--- src/core/card_app_pkg.sv ---
package card_app_pkg;
    localparam logic [7:0]  INS_FETCH     = 8'h12;
    localparam logic [7:0]  INS_RESULT    = 8'h14;
    localparam logic [7:0]  INS_ENVELOPE  = 8'hC2;
    localparam logic [7:0]  INS_READ_REC  = 8'hB2;
    localparam logic [7:0]  INS_UPD_REC   = 8'hDC;
    localparam logic [7:0]  INS_SELECT    = 8'hA4;
    localparam logic [15:0] SW_OK         = 16'h9000;
    localparam logic [15:0] SW_BUSY       = 16'h9300;
    localparam logic [7:0]  SW1_PENDING   = 8'h91;
    localparam logic [7:0]  SW1_WARN_A    = 8'h62;
    localparam logic [7:0]  SW1_WARN_B    = 8'h63;
    localparam logic [15:0] SW_NO_RECORD  = 16'h6A83;
    localparam logic [15:0] SW_BAD_MODE   = 16'h6981;
    localparam logic [15:0] SW_BAD_INS    = 16'h6D00;
    localparam logic [15:0] TELECOM_DIR_ID = 16'h7F10;
    localparam logic [15:0] FIRST_OFFSET  = 16'h0000;
    localparam logic [7:0]  LINEAR_MAX_RECORDS = 8'd254;
    localparam logic [7:0]  LINEAR_MAX_LEN     = 8'd255;
    localparam logic [7:0]  CYCLIC_MAX_RECORDS = 8'd254;
    localparam logic [7:0]  CYCLIC_MAX_LEN     = 8'd254;
    localparam logic [7:0]  PTR_UNSET     = 8'h00;
    localparam logic [7:0]  RESULT_ZERO   = 8'h00;

    typedef enum logic [1:0] {CASE_1, CASE_2, CASE_3, CASE_4} apdu_case_t;
    typedef enum logic [1:0] {MODE_NEXT, MODE_PREV, MODE_CURR, MODE_ABS}
        rec_mode_t;
    typedef enum logic [1:0] {FILE_TRANSPARENT, FILE_LINEAR, FILE_CYCLIC}
        file_kind_t;

    function automatic apdu_case_t classify(input logic cmd_data,
                                            input logic rsp_data);
        classify = apdu_case_t'({cmd_data, rsp_data});
    endfunction
endpackage

--- src/core/card_link_if.sv ---
`timescale 1ns/10ps
`default_nettype none
interface card_link_if;
    import card_app_pkg::*;
    logic        cmd_valid;
    logic [7:0]  cmd_ins;
    logic [7:0]  cmd_p1;
    logic [7:0]  cmd_p2;
    logic [7:0]  cmd_lc;
    logic [7:0]  cmd_le;
    logic        rsp_valid;
    logic [15:0] rsp_sw;
    logic [7:0]  rsp_len;
    logic [7:0]  rsp_data;

    modport card
    (
        input  cmd_valid, cmd_ins, cmd_p1, cmd_p2, cmd_lc, cmd_le,
        output rsp_valid, rsp_sw, rsp_len, rsp_data
    );
    modport terminal
    (
        output cmd_valid, cmd_ins, cmd_p1, cmd_p2, cmd_lc, cmd_le,
        input  rsp_valid, rsp_sw, rsp_len, rsp_data
    );
endinterface
`default_nettype wire

--- src/core/record_pointer.sv ---
`timescale 1ns/10ps
`default_nettype none
module record_pointer
    import card_app_pkg::*;
(
    input  wire logic       mclk,
    input  wire logic       srst,
    input  wire logic       clear,
    input  wire logic       step,
    input  wire rec_mode_t  mode,
    input  wire logic [7:0] rec_abs,
    input  wire logic       cyclic,
    input  wire logic       is_update,
    input  wire logic [7:0] rec_count,
    output logic [7:0]      target,
    output logic            ok,
    output logic [7:0]      ptr
);
    always_comb
    begin
        target = PTR_UNSET;
        ok     = 1'b0;
        unique case (mode)
            MODE_NEXT:
            begin
                if (ptr == PTR_UNSET)
                begin
                    target = 8'd1;
                    ok     = 1'b1;
                end
                else if (ptr != rec_count)
                begin
                    target = ptr + 8'd1;
                    ok     = 1'b1;
                end
                else if (cyclic)
                begin
                    target = 8'd1;
                    ok     = 1'b1;
                end
            end
            MODE_PREV:
            begin
                if (ptr == PTR_UNSET)
                begin
                    target = rec_count;
                    ok     = 1'b1;
                end
                else if (ptr != 8'd1)
                begin
                    target = ptr - 8'd1;
                    ok     = 1'b1;
                end
                else if (cyclic)
                begin
                    target = rec_count;
                    ok     = 1'b1;
                end
            end
            MODE_CURR:
            begin
                target = ptr;
                ok     = ptr != PTR_UNSET;
            end
            MODE_ABS:
            begin
                target = rec_abs;
                ok     = rec_abs != PTR_UNSET && rec_abs <= rec_count;
            end
        endcase
        if (rec_count == PTR_UNSET)
            ok = 1'b0;
        // Cyclic stores only walk backwards
        if (cyclic && is_update && mode != MODE_PREV)
            ok = 1'b0;
    end

    always_ff @(posedge mclk)
    begin
        if (srst || clear)
            ptr <= PTR_UNSET;
        else if (step && ok)
            ptr <= target;
        // Failed action keeps the old pointer
    end
endmodule
`default_nettype wire

--- src/core/card_end.sv ---
`timescale 1ns/10ps
`default_nettype none
module card_end
    import card_app_pkg::*;
#(
    parameter int REC_COUNT = 8,
    parameter int REC_LEN   = 16
)
(
    input  wire logic       mclk,
    input  wire logic       srst,
    card_link_if.card       link,
    input  wire file_kind_t file_kind,
    input  wire logic       toolkit_busy,
    input  wire logic       proactive_post,
    input  wire logic [7:0] proactive_len,
    input  wire logic       envelope_warn,
    output logic            pending,
    output logic [7:0]      cur_record,
    output logic [7:0]      oldest_slot,
    output logic [7:0]      last_result
);
    // Refused at elaboration; 254 bytes keeps one limit for both kinds
    if (REC_COUNT < 1 || REC_COUNT > 254 || REC_LEN < 1 || REC_LEN > 254)
    begin : g_geometry
        $error("record geometry out of range");
    end

    localparam logic [7:0] NREC = 8'(REC_COUNT);
    localparam logic [7:0] RLEN = 8'(REC_LEN);

    logic       rec_cmd;
    logic       upd_cmd;
    logic       sfi_given;
    logic       ptr_clear;
    logic [7:0] rec_target;
    logic       rec_ok;
    logic [7:0] ptr;
    logic       cyc;
    rec_mode_t  mode;

    assign rec_cmd   = link.cmd_valid &&
                       (link.cmd_ins == INS_READ_REC ||
                        link.cmd_ins == INS_UPD_REC);
    assign upd_cmd   = link.cmd_ins == INS_UPD_REC;
    assign sfi_given = link.cmd_p2[7:3] != 5'd0;
    assign cyc       = file_kind == FILE_CYCLIC;
    assign mode      = link.cmd_p2[1:0] == 2'b10 ? MODE_NEXT :
                       link.cmd_p2[1:0] == 2'b11 ? MODE_PREV :
                       link.cmd_p2[2]            ? MODE_ABS  : MODE_CURR;
    // Short file identifier clears the pointer; this command does not step it and answers from the old one
    assign ptr_clear = link.cmd_valid &&
                       (link.cmd_ins == INS_SELECT ||
                        (rec_cmd && sfi_given));

    record_pointer u_ptr
    (
        .mclk      (mclk),
        .srst      (srst),
        .clear     (ptr_clear && !(rec_cmd && !sfi_given)),
        .step      (rec_cmd && !sfi_given),
        .mode      (mode),
        .rec_abs   (link.cmd_p1),
        .cyclic    (cyc),
        .is_update (upd_cmd),
        .rec_count (NREC),
        .target    (rec_target),
        .ok        (rec_ok),
        .ptr       (ptr)
    );

    always_ff @(posedge mclk)
    begin
        if (srst)
            cur_record <= PTR_UNSET;
        else
            cur_record <= ptr;
    end

    // Proactive command waiting for collection
    logic [7:0] pend_len;
    always_ff @(posedge mclk)
    begin
        if (srst)
        begin
            pending  <= 1'b0;
            pend_len <= 8'h00;
        end
        else if (proactive_post)
        begin
            pending  <= 1'b1;
            pend_len <= proactive_len;
        end
        else if (link.cmd_valid && link.cmd_ins == INS_FETCH &&
                 link.cmd_le == pend_len)
            pending <= 1'b0;
    end

    // Cyclic store slot: physical index of record 1
    always_ff @(posedge mclk)
    begin
        if (srst)
            oldest_slot <= 8'h00;
        else if (rec_cmd && upd_cmd && cyc && !sfi_given && rec_ok)
            oldest_slot <= oldest_slot == 8'h00 ?
                           NREC - 8'd1 : oldest_slot - 8'd1;
    end

    always_ff @(posedge mclk)
    begin
        if (srst)
            last_result <= RESULT_ZERO;
        else if (link.cmd_valid && link.cmd_ins == INS_RESULT)
            last_result <= link.cmd_p1;
    end

    function automatic logic [15:0] with_pending(input logic [15:0] sw);
        with_pending = (sw == SW_OK && pending) ?
                       {SW1_PENDING, pend_len} : sw;
    endfunction

    logic [15:0] next_sw;
    logic [7:0]  next_len;
    always_comb
    begin
        next_sw  = SW_BAD_INS;
        next_len = 8'h00;
        unique case (link.cmd_ins)
            INS_FETCH:
            begin
                if (pending && link.cmd_le == pend_len)
                begin
                    next_sw  = SW_OK;
                    next_len = pend_len;
                end
                else
                    next_sw = SW_NO_RECORD;
            end
            INS_RESULT:
                next_sw = with_pending(SW_OK);
            INS_ENVELOPE:
            begin
                if (toolkit_busy)
                    next_sw = SW_BUSY;
                else if (envelope_warn)
                begin
                    next_sw  = {SW1_WARN_A, 8'h00};
                    next_len = link.cmd_lc;
                end
                else
                begin
                    next_sw  = with_pending(SW_OK);
                    next_len = link.cmd_lc;
                end
            end
            INS_SELECT:
            begin
                next_sw  = with_pending(SW_OK);
                next_len = file_kind == FILE_TRANSPARENT ?
                           RLEN : 8'(NREC * RLEN);
            end
            INS_READ_REC, INS_UPD_REC:
            begin
                if (sfi_given || rec_ok)
                begin
                    next_sw  = with_pending(SW_OK);
                    next_len = upd_cmd ? 8'h00 : RLEN;
                end
                else if (cyc && upd_cmd)
                    next_sw = SW_BAD_MODE;
                else
                    next_sw = SW_NO_RECORD;
            end
            default:
                next_sw = SW_BAD_INS;
        endcase
    end

    always_ff @(posedge mclk)
    begin
        if (srst)
        begin
            link.rsp_valid <= 1'b0;
            link.rsp_sw    <= SW_OK;
            link.rsp_len   <= 8'h00;
            link.rsp_data  <= 8'h00;
        end
        else
        begin
            link.rsp_valid <= link.cmd_valid;
            if (link.cmd_valid)
            begin
                link.rsp_sw   <= next_sw;
                link.rsp_len  <= next_len;
                link.rsp_data <= link.cmd_ins == INS_SELECT ?
                                 TELECOM_DIR_ID[7:0] : rec_target;
            end
        end
    end
endmodule
`default_nettype wire

--- src/flat_wrapper.sv ---
// flat-port wrapper written by rule: the top's interface ports become plain ports
module card_end_flat import card_app_pkg::*;
#(
    parameter int REC_COUNT = 8,
    parameter int REC_LEN   = 16
)
  (mclk, srst, file_kind, toolkit_busy, proactive_post, proactive_len, envelope_warn, pending, cur_record, oldest_slot, last_result, link_cmd_valid, link_cmd_ins, link_cmd_p1, link_cmd_p2, link_cmd_lc, link_cmd_le, link_rsp_valid, link_rsp_sw, link_rsp_len, link_rsp_data);
  card_link_if link_i ();
  input  wire logic mclk;
  input  wire logic srst;
  input  wire file_kind_t file_kind;
  input  wire logic toolkit_busy;
  input  wire logic proactive_post;
  input  wire logic [7:0] proactive_len;
  input  wire logic envelope_warn;
  output logic pending;
  output logic [7:0] cur_record;
  output logic [7:0] oldest_slot;
  output logic [7:0] last_result;
  input wire logic [$bits(link_i.cmd_valid)-1:0] link_cmd_valid;
  input wire logic [$bits(link_i.cmd_ins)-1:0] link_cmd_ins;
  input wire logic [$bits(link_i.cmd_p1)-1:0] link_cmd_p1;
  input wire logic [$bits(link_i.cmd_p2)-1:0] link_cmd_p2;
  input wire logic [$bits(link_i.cmd_lc)-1:0] link_cmd_lc;
  input wire logic [$bits(link_i.cmd_le)-1:0] link_cmd_le;
  output wire logic [$bits(link_i.rsp_valid)-1:0] link_rsp_valid;
  output wire logic [$bits(link_i.rsp_sw)-1:0] link_rsp_sw;
  output wire logic [$bits(link_i.rsp_len)-1:0] link_rsp_len;
  output wire logic [$bits(link_i.rsp_data)-1:0] link_rsp_data;
  assign link_i.cmd_valid = link_cmd_valid;
  assign link_i.cmd_ins = link_cmd_ins;
  assign link_i.cmd_p1 = link_cmd_p1;
  assign link_i.cmd_p2 = link_cmd_p2;
  assign link_i.cmd_lc = link_cmd_lc;
  assign link_i.cmd_le = link_cmd_le;
  assign link_rsp_valid = link_i.rsp_valid;
  assign link_rsp_sw = link_i.rsp_sw;
  assign link_rsp_len = link_i.rsp_len;
  assign link_rsp_data = link_i.rsp_data;
  card_end #(.REC_COUNT(REC_COUNT), .REC_LEN(REC_LEN)) u_core (.mclk(mclk), .srst(srst), .link(link_i), .file_kind(file_kind), .toolkit_busy(toolkit_busy), .proactive_post(proactive_post), .proactive_len(proactive_len), .envelope_warn(envelope_warn), .pending(pending), .cur_record(cur_record), .oldest_slot(oldest_slot), .last_result(last_result));
endmodule
--- config.mk ---
export PLATFORM = sky130hd
export DESIGN_NAME = card_end_flat
export DESIGN_NICKNAME = d
export VERILOG_FILES = /design/src/core/card_app_pkg.sv /design/src/core/card_link_if.sv /design/src/core/record_pointer.sv /design/src/core/card_end.sv /design/src/flat_wrapper.sv
export SDC_FILE = /design/constraint.sdc
export NUM_CORES = 1
export LEC_CHECK = 0
export ABC_AREA = 1
export BUFFER_PORTS_ARGS = -buffer_cell sky130_fd_sc_hd__buf_2
export CAP_MARGIN = 10
export CORE_ASPECT_RATIO = 0.8
export CORE_MARGIN = 3
export CORE_UTILIZATION = 55
export CTS_CLUSTER_DIAMETER = 30
export CTS_CLUSTER_SIZE = 25
export DETAILED_ROUTE_END_ITERATION = 10
export PLACE_DENSITY = 0.89
export REMOVE_ABC_BUFFERS = 1
export SLEW_MARGIN = 40
export SYNTH_ARGS = -nofsm -noshare
export SYNTH_HDL_FRONTEND = slang
export SYNTH_SLANG_ARGS = --single-unit
export TNS_END_PERCENT = 1
--- constraint.sdc ---
create_clock -name mclk -period 3.3 [get_ports mclk]
set_input_delay 0 -clock mclk [delete_from_list [all_inputs] [get_ports mclk]]
set_output_delay 0 -clock mclk [all_outputs]
set_load 0.005 [all_outputs]
# After elaboration in Yosys (flattened, before gate mapping)
# Index checks and enable logic that the tools add are counted.
totals:
  regBits: 74
  word_cells: 97
  out_inout_bits: 58
op_classes:
  reduce_logical: 33
  order_cmp: 1
  mux: 34
  eq_ne: 16
  n_addsub: 3
op_table:
  columns: ["op", "n"]
  rows:
  - ["two-way mux 8 bit", 10]
  - ["two-way mux 16 bit", 4]
  - ["one-hot mux 16 bit (4 select lines)", 1]
  - ["one-hot mux 8 bit (4 select lines)", 2]
  - ["equality test 8 bit (second input constant)", 4]
  - ["logical AND 1 bit", 17]
  - ["equality test 8 x 5 -> 1 bit (second input constant)", 2]
  - ["zero test 8 bit", 2]
  - ["nonzero test 8 bit", 2]
  - ["subtractor 8 x 1 -> 8 bit (second input constant)", 2]
  - ["equality test 2 bit (second input constant)", 5]
  - ["two-way mux 1 bit", 10]
  - ["two-way mux 10 bit", 1]
  - ["two-way mux 9 bit", 1]
  - ["adder 8 x 1 -> 8 bit (second input constant)", 1]
  - ["equality test 8 bit", 1]
  - ["<= comparator 8 x 4 -> 1 bit (second input constant)", 1]
  - ["!= test 8 x 1 -> 1 bit (second input constant)", 1]
  - ["!= test 8 x 4 -> 1 bit (second input constant)", 1]
  - ["two-way mux 5 bit", 1]
  - ["nonzero test 5 bit", 1]
  - ["zero test 2 bit", 2]
  - ["logical OR 1 bit", 4]
  - ["two-way mux 2 bit", 2]
  - ["other kinds (7)", 9]

# Longest topological paths before layout
# Gate-level depths: netlist of run 1.
depth:
  ltp_word: 9
  ltp_mapped: 14
  ltp_nobuf: 14

# Modules after synthesis
# A second synthesis of run 1 with hierarchy kept.
hier_totals:
  hier_cells: 750
  area_unflattened_um2: 4732.0
modules_own_cells:
  columns: ["module", "instances", "area_each_um2", "cells_each"]
  rows:
  - ["card_end", 1, 3241.9, 490]
  - ["record_pointer", 1, 1490.2, 260]

# Worst setup path after synthesis of run 1
# No wires, ideal clock.
synth_timing:
  kind: "register -> register"
  startpoint: "reg u_core.u_ptr.ptr[0]"
  endpoint: "reg u_core.oldest_slot[7]"
  synth_period_minus_slack_ns: 1.733
  stages_incl_launch_ff: 13
  path_slack_ns: 1.567
  arrival_ns: 1.665
  required_ns: 3.232
  setup_time_ns: 0.068
  n_path_buf: 0
  cell_sequence: "dfxtp_1 > inv_1 > ha_1 > nand2_2 > nor2_4 > nor2_1 > nand2_2 > nand3_2 > inv_2 > nand4_4 > inv_4 > nand3_2 > a21oi_2"
synth_via:
  elab_chain_cells: 6
synth_rtl:
  columns: ["element", "line", "source"]
  rows:
  - ["from (decl)", "record_pointer.sv:17", "output logic [7:0] ptr"]
  - ["from (signal assigned)", "record_pointer.sv:83", "ptr <= target;"]
  - ["!= test 8 x 1 -> 1 bit / != test 8 x 4 -> 1 bit (equally long branches)", "record_pointer.sv:49, record_pointer.sv:31", null]
  - ["two-way mux 1 bit, on equally long branches", "record_pointer.sv:49, record_pointer.sv:31", null]
  - ["two-way mux 1 bit, on equally long branches", "record_pointer.sv:44, record_pointer.sv:26", null]
  - ["one-hot mux 1 bit (4 select lines) (*)", "record_pointer.sv:23", "unique case (mode)"]
  - ["two-way mux 1 bit (*)", "record_pointer.sv:74", "if (cyclic && is_update && mode != MODE_PREV)"]
  - ["logical AND 1 bit (*)", "card_end.sv:104", "else if (rec_cmd && upd_cmd && cyc && !sfi_given && rec_ok)"]
  - ["to (signal assigned)", "card_end.sv:105", "oldest_slot <= oldest_slot == 8'h00 ?"]
  - ["to (decl)", "card_end.sv:20", "output logic [7:0] oldest_slot,"]
# Mark *: on every way between the ends. The rest lies on a longest branch, timed or not.
# A chain may end at the register's enable or synchronous reset.

# Worst setup path after layout of run 1
layout_timing:
  startpoint: "reg u_core.u_ptr.ptr[0]"
  endpoint: "reg u_core.oldest_slot[1]"
# The elaborated chain is that of the path after synthesis.

==> results of run 1 <==
worst max-delay path: stages, from the launching register on:
cell and delay [ns]:
dfxtp_1 0.36, inv_1 0.22, ha_1 0.27, nand2_2 0.11
nor2_4 0.14, nor2_1 0.06, nand2_2 0.07, nand3_2 0.11
inv_2 0.12, nand4_4 0.19, o21ai_0 0.24, a21oi_1 0.07
routing by layer:
layer | global-route usage | up-vias | part of all wire
met5 | 0 | - | 0
li1 | - | 2123 | -
met2 | 0.462 | 247 | 0.48
met4 | 0.130 | 0 | 0.024
met1 | 0.347 | 2060 | 0.40
met3 | 0.0688 | 34 | 0.097
sequential cells by signal, indices dropped and copies added, names as in the netlist:
name and cells:
u_core.link.rsp_sw 14, u_core.u_ptr.ptr 8, u_core.last_result 8, u_core.pending 1, u_core.oldest_slot 8, u_core.link.rsp_len 8
u_core.pend_len 8, u_core.link.rsp_data 8, u_core.link.rsp_valid 1, u_core.cur_record 8
synthesized netlist by cell type, drive strengths merged:
library cell	count	area, um^2
o2111ai	1	8.76
a22oi	1	7.51
dfxtp	72	1440
o31ai	4	43.8
a221oi	5	43.8
inv	76	293
clkbuf	12	55.1
nor2	64	310
o221ai	1	8.76
a21oi	59	303
nand4	13	96.3
nand3	33	193
clkinv	1	3.75
nand2	136	531
a31oi	1	6.26
buf	6	46.3
nor4	1	6.26
o211ai	3	22.5
or2	5	31.3
and2	4	26.3
xnor2	6	52.6
nor3	9	55.1
xor2	9	78.8
ha	6	75.1
o21ai	49	253
a22o	1	8.76
per-stage QoR:
| stage | setup WS (ns) | hold slack [ns] | utilization | cells |
|---|---|---|---|---|
| 3_3_place_gp | 1.38 | 0.225 | 0.659 | 762 |
| 6_report | 1.23 | 0.0170 | 0.716 | 792 |
| 5_1_grt | 1.03 | 0.0318 | 0.716 | 792 |
| 2_1_floorplan | 1.57 | 0.0624 | - | 560 |
| 4_1_cts | 1.25 | 0.00919 | 0.716 | 792 |
| 3_5_place_dp | 1.27 | 0.236 | 0.659 | 762 |
final cells by class:
class	count	share of cell area
Clock inverter	4	0.0198
Tap cell	87	0.0218
Multi-Input combinational cell	411	0.434
Timing Repair Buffer	129	0.145
Sequential cell	72	0.289
Clock buffer	12	0.0311
Inverter	77	0.0595
power groups by stage:
stage	combinational (mW)	clock [mW]	sequential [mW]
final	0.192	0.891	0.902
after global routing	0.212	0.926	0.904
after CTS	0.187	0.889	0.901
after detailed placement	0.172	0	0.921
after global placement	0.166	0	0.920
after floorplan	0.0805	0	0.919
how the worst max path moves through the flow:
stage	from	end	slack (ns)	cells after the start
4_1_cts	u_core.u_ptr.ptr[0]	u_core.oldest_slot[1]	1.25	10
6_report	u_core.u_ptr.ptr[0]	u_core.oldest_slot[1]	1.23	11
3_5_place_dp	u_core.u_ptr.ptr[0]	u_core.oldest_slot[1]	1.27	10
2_1_floorplan	u_core.u_ptr.ptr[0]	u_core.oldest_slot[7]	1.57	12
3_3_place_gp	u_core.u_ptr.ptr[0]	u_core.oldest_slot[7]	1.38	12
5_1_grt	u_core.u_ptr.ptr[0]	u_core.link.rsp_sw[0]	1.03	12
logic make-up (layout without fill, tap and decap cells):
group                    Yosys count  in the layout  synth area share
AO/OA/AOI/OAI                    125            125             0.176
XOR/XNOR                          15             15            0.0328
buffers and inverters             95            222            0.0995
AND/OR/NAND/NOR                  265            265             0.312
adder cells (fa/ha/maj)            6              6            0.0188
flip-flops                        72             72             0.360
repair_timing:
item                      4_1_cts  5_1_grt
buffers inserted                0        0
hold endpoints to repair       12        0
hold buffers                   14        0
==> results.cfg, run 1 <==
[route]
vias = 4464
first_pass_iters = 5
routed_wl_um = 11800
viasPerCell = 5.64
post_drt_wl_per_cell_um = 14.9
drc = 0
postRouteAntennaNets = 0
drt_iter0_markers = 363

[global_routing]
grt_pass1_wl_um = 18600
grt_use_total = 0.280
antenna_found_initial = 0
overflow = 0
grt_pass1_vias = 4109
grt_max_degree = 43

[floorplanning]
die_w_um = 101
die-area_um2 = 8340
initial_core_util = 0.575
num_rows = 27
die_h_um = 82.3
coreArea_um2 = 6960
io-pin-count = 114

[power_and_ir_drop]
total_power_mw = 1.98
pwr-share-clk = 0.449
comb_power_share = 0.097
p_sw_frac = 0.238
p_sw_mw = 0.473
powerDensity_nw_per_um2 = 398
internal_power_mw = 1.51
ir_drop_uv = 276
leakage_nw = 2.38
p_seq_frac = 0.455

[critical_path]
path_class = reg -> reg
critPathLaunchType = flop
cp.arrival_ns = 2.31
r2r_end = u_core.oldest_slot[1]
end_kind = flop
r2r-start = u_core.u_ptr.ptr[0]
cp.required_ns = 3.54
crit_path_max_fanout = 10
r2r_slack_ns = 1.23
ff2ff_path_depth = 11

[sta]
setup_viol = 0
clock-skew-final_ns = 0.00924
slew_headroom = 0.529
fin_tns_setup_ns = 0
grt_setup_unrepaired = false
min_period_over_period = 0.629
fmax_mhz = 482
worst_pin_slew_ns = 0.706
slew_viol_final = 0
hold_viol_final = 0
period_needed_ns = 2.07

[clocking]
numCtsBuffers = 9
clk-insertion-delay-late_ns = 0.35
clk_pin_slew_worst_paths_ns = 0.08
cts_tree = done
cts-resized-gates = 0
clock-sinks = 72
h-tree-depth = 3
cts_root_buffer = clkbuf_8
clock_path_buffers = 2

[worst_hold_path]
holdPathStages = 5
hp-start = link_cmd_lc[1]
holdPathEnd = u_core.link.rsp_len[1]
min_path_type = in -> reg

[layout]
register_area_um2 = 1440
mostFrequentLayoutCells = 130 x nand2_1, 113 x buf_2, 72 x dfxtp_1
area_delta_synth_final_pct = 24.6
diodes = 0
multi_input_area_um2 = 2160
final_common_cell = nand2_1
design_area_um2 = 4980
nets = 762
drive_above_1_share = 0.245
num-fill-cells = 539

[yosys]
synth_area_um2 = 4000
postSynthCellCount = 578
synth_warnings = 0
ys_seq_area_frac = 0.360
ys_ff_latch = 72
synth_cell_types = 47
synth.avg_cell_area_um2 = 6.92

[place]
dp_hpwl_um = 8420
io_buffer_count = 113
place_area_um2 = 4590
place.gp.congestion = 0.945

[flow_run]
cap_violations = 0

[outcome]
outcome = finished, final reports clean
(Power assumes the default switching activity.)
==> run 2, diff against run 1 <==
--- a/config.mk
+++ b/config.mk
@@ -5,16 +5,16 @@
 export SDC_FILE = /design/constraint.sdc
 export NUM_CORES = 1
 export LEC_CHECK = 0
-export ABC_AREA = 1
+export ABC_AREA = 0
 export BUFFER_PORTS_ARGS = -buffer_cell sky130_fd_sc_hd__buf_2
 export CAP_MARGIN = 10
 export CORE_ASPECT_RATIO = 0.8
 export CORE_MARGIN = 3
-export CORE_UTILIZATION = 55
+export CORE_UTILIZATION = 52
 export CTS_CLUSTER_DIAMETER = 30
 export CTS_CLUSTER_SIZE = 25
 export DETAILED_ROUTE_END_ITERATION = 10
-export PLACE_DENSITY = 0.89
+export PLACE_DENSITY = 0.85
 export REMOVE_ABC_BUFFERS = 1
 export SLEW_MARGIN = 40
 export SYNTH_ARGS = -nofsm -noshare
==> constraint.sdc (replaced) <==
create_clock -name mclk -period 2.1 [get_ports mclk]
set_input_delay 0 -clock mclk [delete_from_list [all_inputs] [get_ports mclk]]
set_output_delay 0 -clock mclk [all_outputs]
set_load 0.005 [all_outputs]
==> run 2 against run 1 <==
Effect of this change:
- the flow now finishes with violations (negative setup slack)
- cell count fell by 5.7%
- non-clock buffer count rose by 75
- synthesized cell count fell by 20%
- power rose by 60%
- clock power rose by 54%
- register-to-register slack got worse by 1.5 ns
- flip-flop and latch count did not move
- combinational power rose by 100%
- highest routed layer unchanged
==> results.cfg, run 2 <==
[worst_hold_path]
min_path_type = in -> reg
hp-start = link_cmd_lc[3]
holdPathStages = 4
holdPathEnd = u_core.link.rsp_len[3]

[global_routing]
busiest_layer = met2
overflow = 0
grt_pass1_wl_um = 21200
grt_use_total = 0.311
grtUsageMet2 = 0.469
grt_pass1_vias = 4296
antenna_found_initial = 0
grt_max_degree = 26
grtUsageMet1 = 0.422
grtUsageMet3 = 0.0752

[yosys]
synth-edff-count = 0
ys_top_cells_by_area = dfxtp_1 37%, mux2i_1 7.4%, nor2_1 7.2%
synth_warnings = 0
synthFlopType = dfxtp_1
async_reset_ff_frac = 0
ys_ff_latch = 72
ys_seq_area_frac = 0.367
yosysTopAreaCell = dfxtp_1
synth_cell_types = 70
synth.avg_cell_area_um2 = 8.47
postSynthCellCount = 464
synth.most_common_cell = nor2_1
synth_common_cells = 75 x nor2_1, 72 x dfxtp_1, 29 x mux2i_1, 23 x nand2_1, 23 x o21ai_0
synth_area_um2 = 3930
yosysTopAreaCellShare = 0.367

[critical_path]
crit_path_max_fanout = 2
critPathLaunchType = flop
cp.arrival_ns = 2.63
r2r_end = u_core.link.rsp_data[5]
end_kind = flop
r2r-start = u_core.u_ptr.ptr[1]
path_class = reg -> reg
cp.required_ns = 2.36
ff2ff_path_depth = 9
r2r_slack_ns = -0.27

[route]
post_drt_wl_per_cell_um = 18.1
postRouteAntennaNets = 0
first_pass_iters = 6
vias = 4597
routed_wl_um = 13600
drc = 0
viasPerCell = 6.15
drt_iter0_markers = 430

[clocking]
clock_path_buffers = 2
numCtsBuffers = 9
cts_root_buffer = clkbuf_8
cts_tree = done
h-tree-depth = 3
clk_pin_slew_worst_paths_ns = 0.08
clock-sinks = 72
clk-insertion-delay-late_ns = 0.38

[sta]
fin_tns_setup_ns = -3.05
fmax_mhz = 422
clock-skew-final_ns = 0.0147
hold_slack_ns = 0.0139
setup_ws_ns = -0.272
grt_setup_unrepaired = true
min_period_over_period = 1.13
setup_viol = 26
slew_headroom = 0.506
period_needed_ns = 2.37
slew_viol_final = 0
hold_viol_final = 0
worst_pin_slew_ns = 0.733

[layout]
num-fill-cells = 456
area_delta_synth_final_pct = 43.6
utilization = 0.795
drive_above_1_share = 0.376
nets = 717
mostFrequentLayoutCells = 113 x buf_2, 74 x nor2_1, 70 x dfxtp_1
final_common_cell = buf_2
diodes = 0
largest_reg_flops = 14
regMostFlops = u_core.link.rsp_sw

[floorplanning]
die_h_um = 83.7
io-pin-count = 114
num_rows = 27
initial_core_util = 0.554
coreArea_um2 = 7090
die-area_um2 = 8640
die_w_um = 103

[power_and_ir_drop]
total_power_mw = 3.17
ir_drop_uv = 503
powerDensity_nw_per_um2 = 562
leakage_nw = 2.52

[place]
place_ws_ns = -0.401
dp_hpwl_um = 9350
place.gp.congestion = 0.953
io_buffer_count = 113

[outcome]
outcome = complete, but fails checks
violations = negative setup slack

[flow_run]
cap_violations = 0
## run 2: repair_timing
item,4_1_cts,5_1_grt
pin swaps,11,7
setup buffers,1,0
endpoints found under the hold margin,21,0
endpoints found under the setup margin,33,33
hold buffers,21,0
resized for setup,26,18
## run 2: through the flow
stage	cell area (um^2)	instances
2_1_floorplan	3820	440
3_3_place_gp	5020	709
3_5_place_dp	5020	709
4_1_cts	5580	747
5_1_grt	5640	747
6_report	5640	747
## run 2: worst max-delay path by stage
stage / startpoint / to / slack (ns) / cells after the start
final: u_core.u_ptr.ptr[1] / u_core.link.rsp_data[5] / -0.27 / 9
after floorplan: u_core.u_ptr.ptr[0] / u_core.u_ptr.ptr[5] / -0.38 / 8
after CTS: u_core.u_ptr.ptr[0] / u_core.link.rsp_data[5] / -0.26 / 9
after global routing: u_core.u_ptr.ptr[1] / u_core.link.rsp_data[5] / -0.32 / 9
after detailed placement: u_core.u_ptr.ptr[1] / u_core.link.rsp_sw[5] / -0.40 / 10
after global placement: u_core.u_ptr.ptr[0] / u_core.link.rsp_data[0] / -0.33 / 9
## run 2: cells by family (layout without fill, tap and decap cells)
group | after synthesis | after routing | share of synthesized area
XOR/XNOR | 12 | 12 | 0.0268
multiplexers | 30 | 30 | 0.0768
flip-flops | 72 | 72 | 0.367
AO/OA/AOI/OAI | 116 | 116 | 0.210
buffers and inverters | 43 | 239 | 0.0459
adder cells (fa/ha/maj) | 6 | 6 | 0.0191
AND/OR/NAND/NOR | 185 | 185 | 0.255
## run 2: layout make-up
class                   instances  area (um^2)  share of cell area
clock buffers                  10          128              0.0226
clock inverters                 6          115              0.0204
inverters                      19         71.3              0.0126
repair buffers                204         1320               0.234
flip-flops and latches         72         1440               0.256
multi-input cells             349         2460               0.436
well taps                      87          109              0.0193
## run 2: per-layer routing
layer / part of all wire / up-vias / routed length, um
met5: 0 / - / 0
met4: 0.036 / 0 / 486
met3: 0.11 / 69 / 1470
met2: 0.45 / 326 / 6150
met1: 0.40 / 2121 / 5450
li1: - / 2081 / -
## run 2: critical path, cell delays in order (launching register included)
cell     delay (ns)
dfxtp_2        0.33
inv_2          0.08
ha_4           0.13
or3b_4         0.38
buf_6          0.13
o41a_1         0.33
a221o_1        0.30
a221o_1        0.36
a22oi_1        0.16
nor2_1         0.06
## run 2: power breakdown
group | switching, mW | total (mW) | leakage (nW) | internal, mW
Sequential | 0.0304 | 1.42 | 0.586 | 1.39
Clock | 0.571 | 1.37 | 0.117 | 0.795
Combinational | 0.199 | 0.385 | 1.82 | 0.186
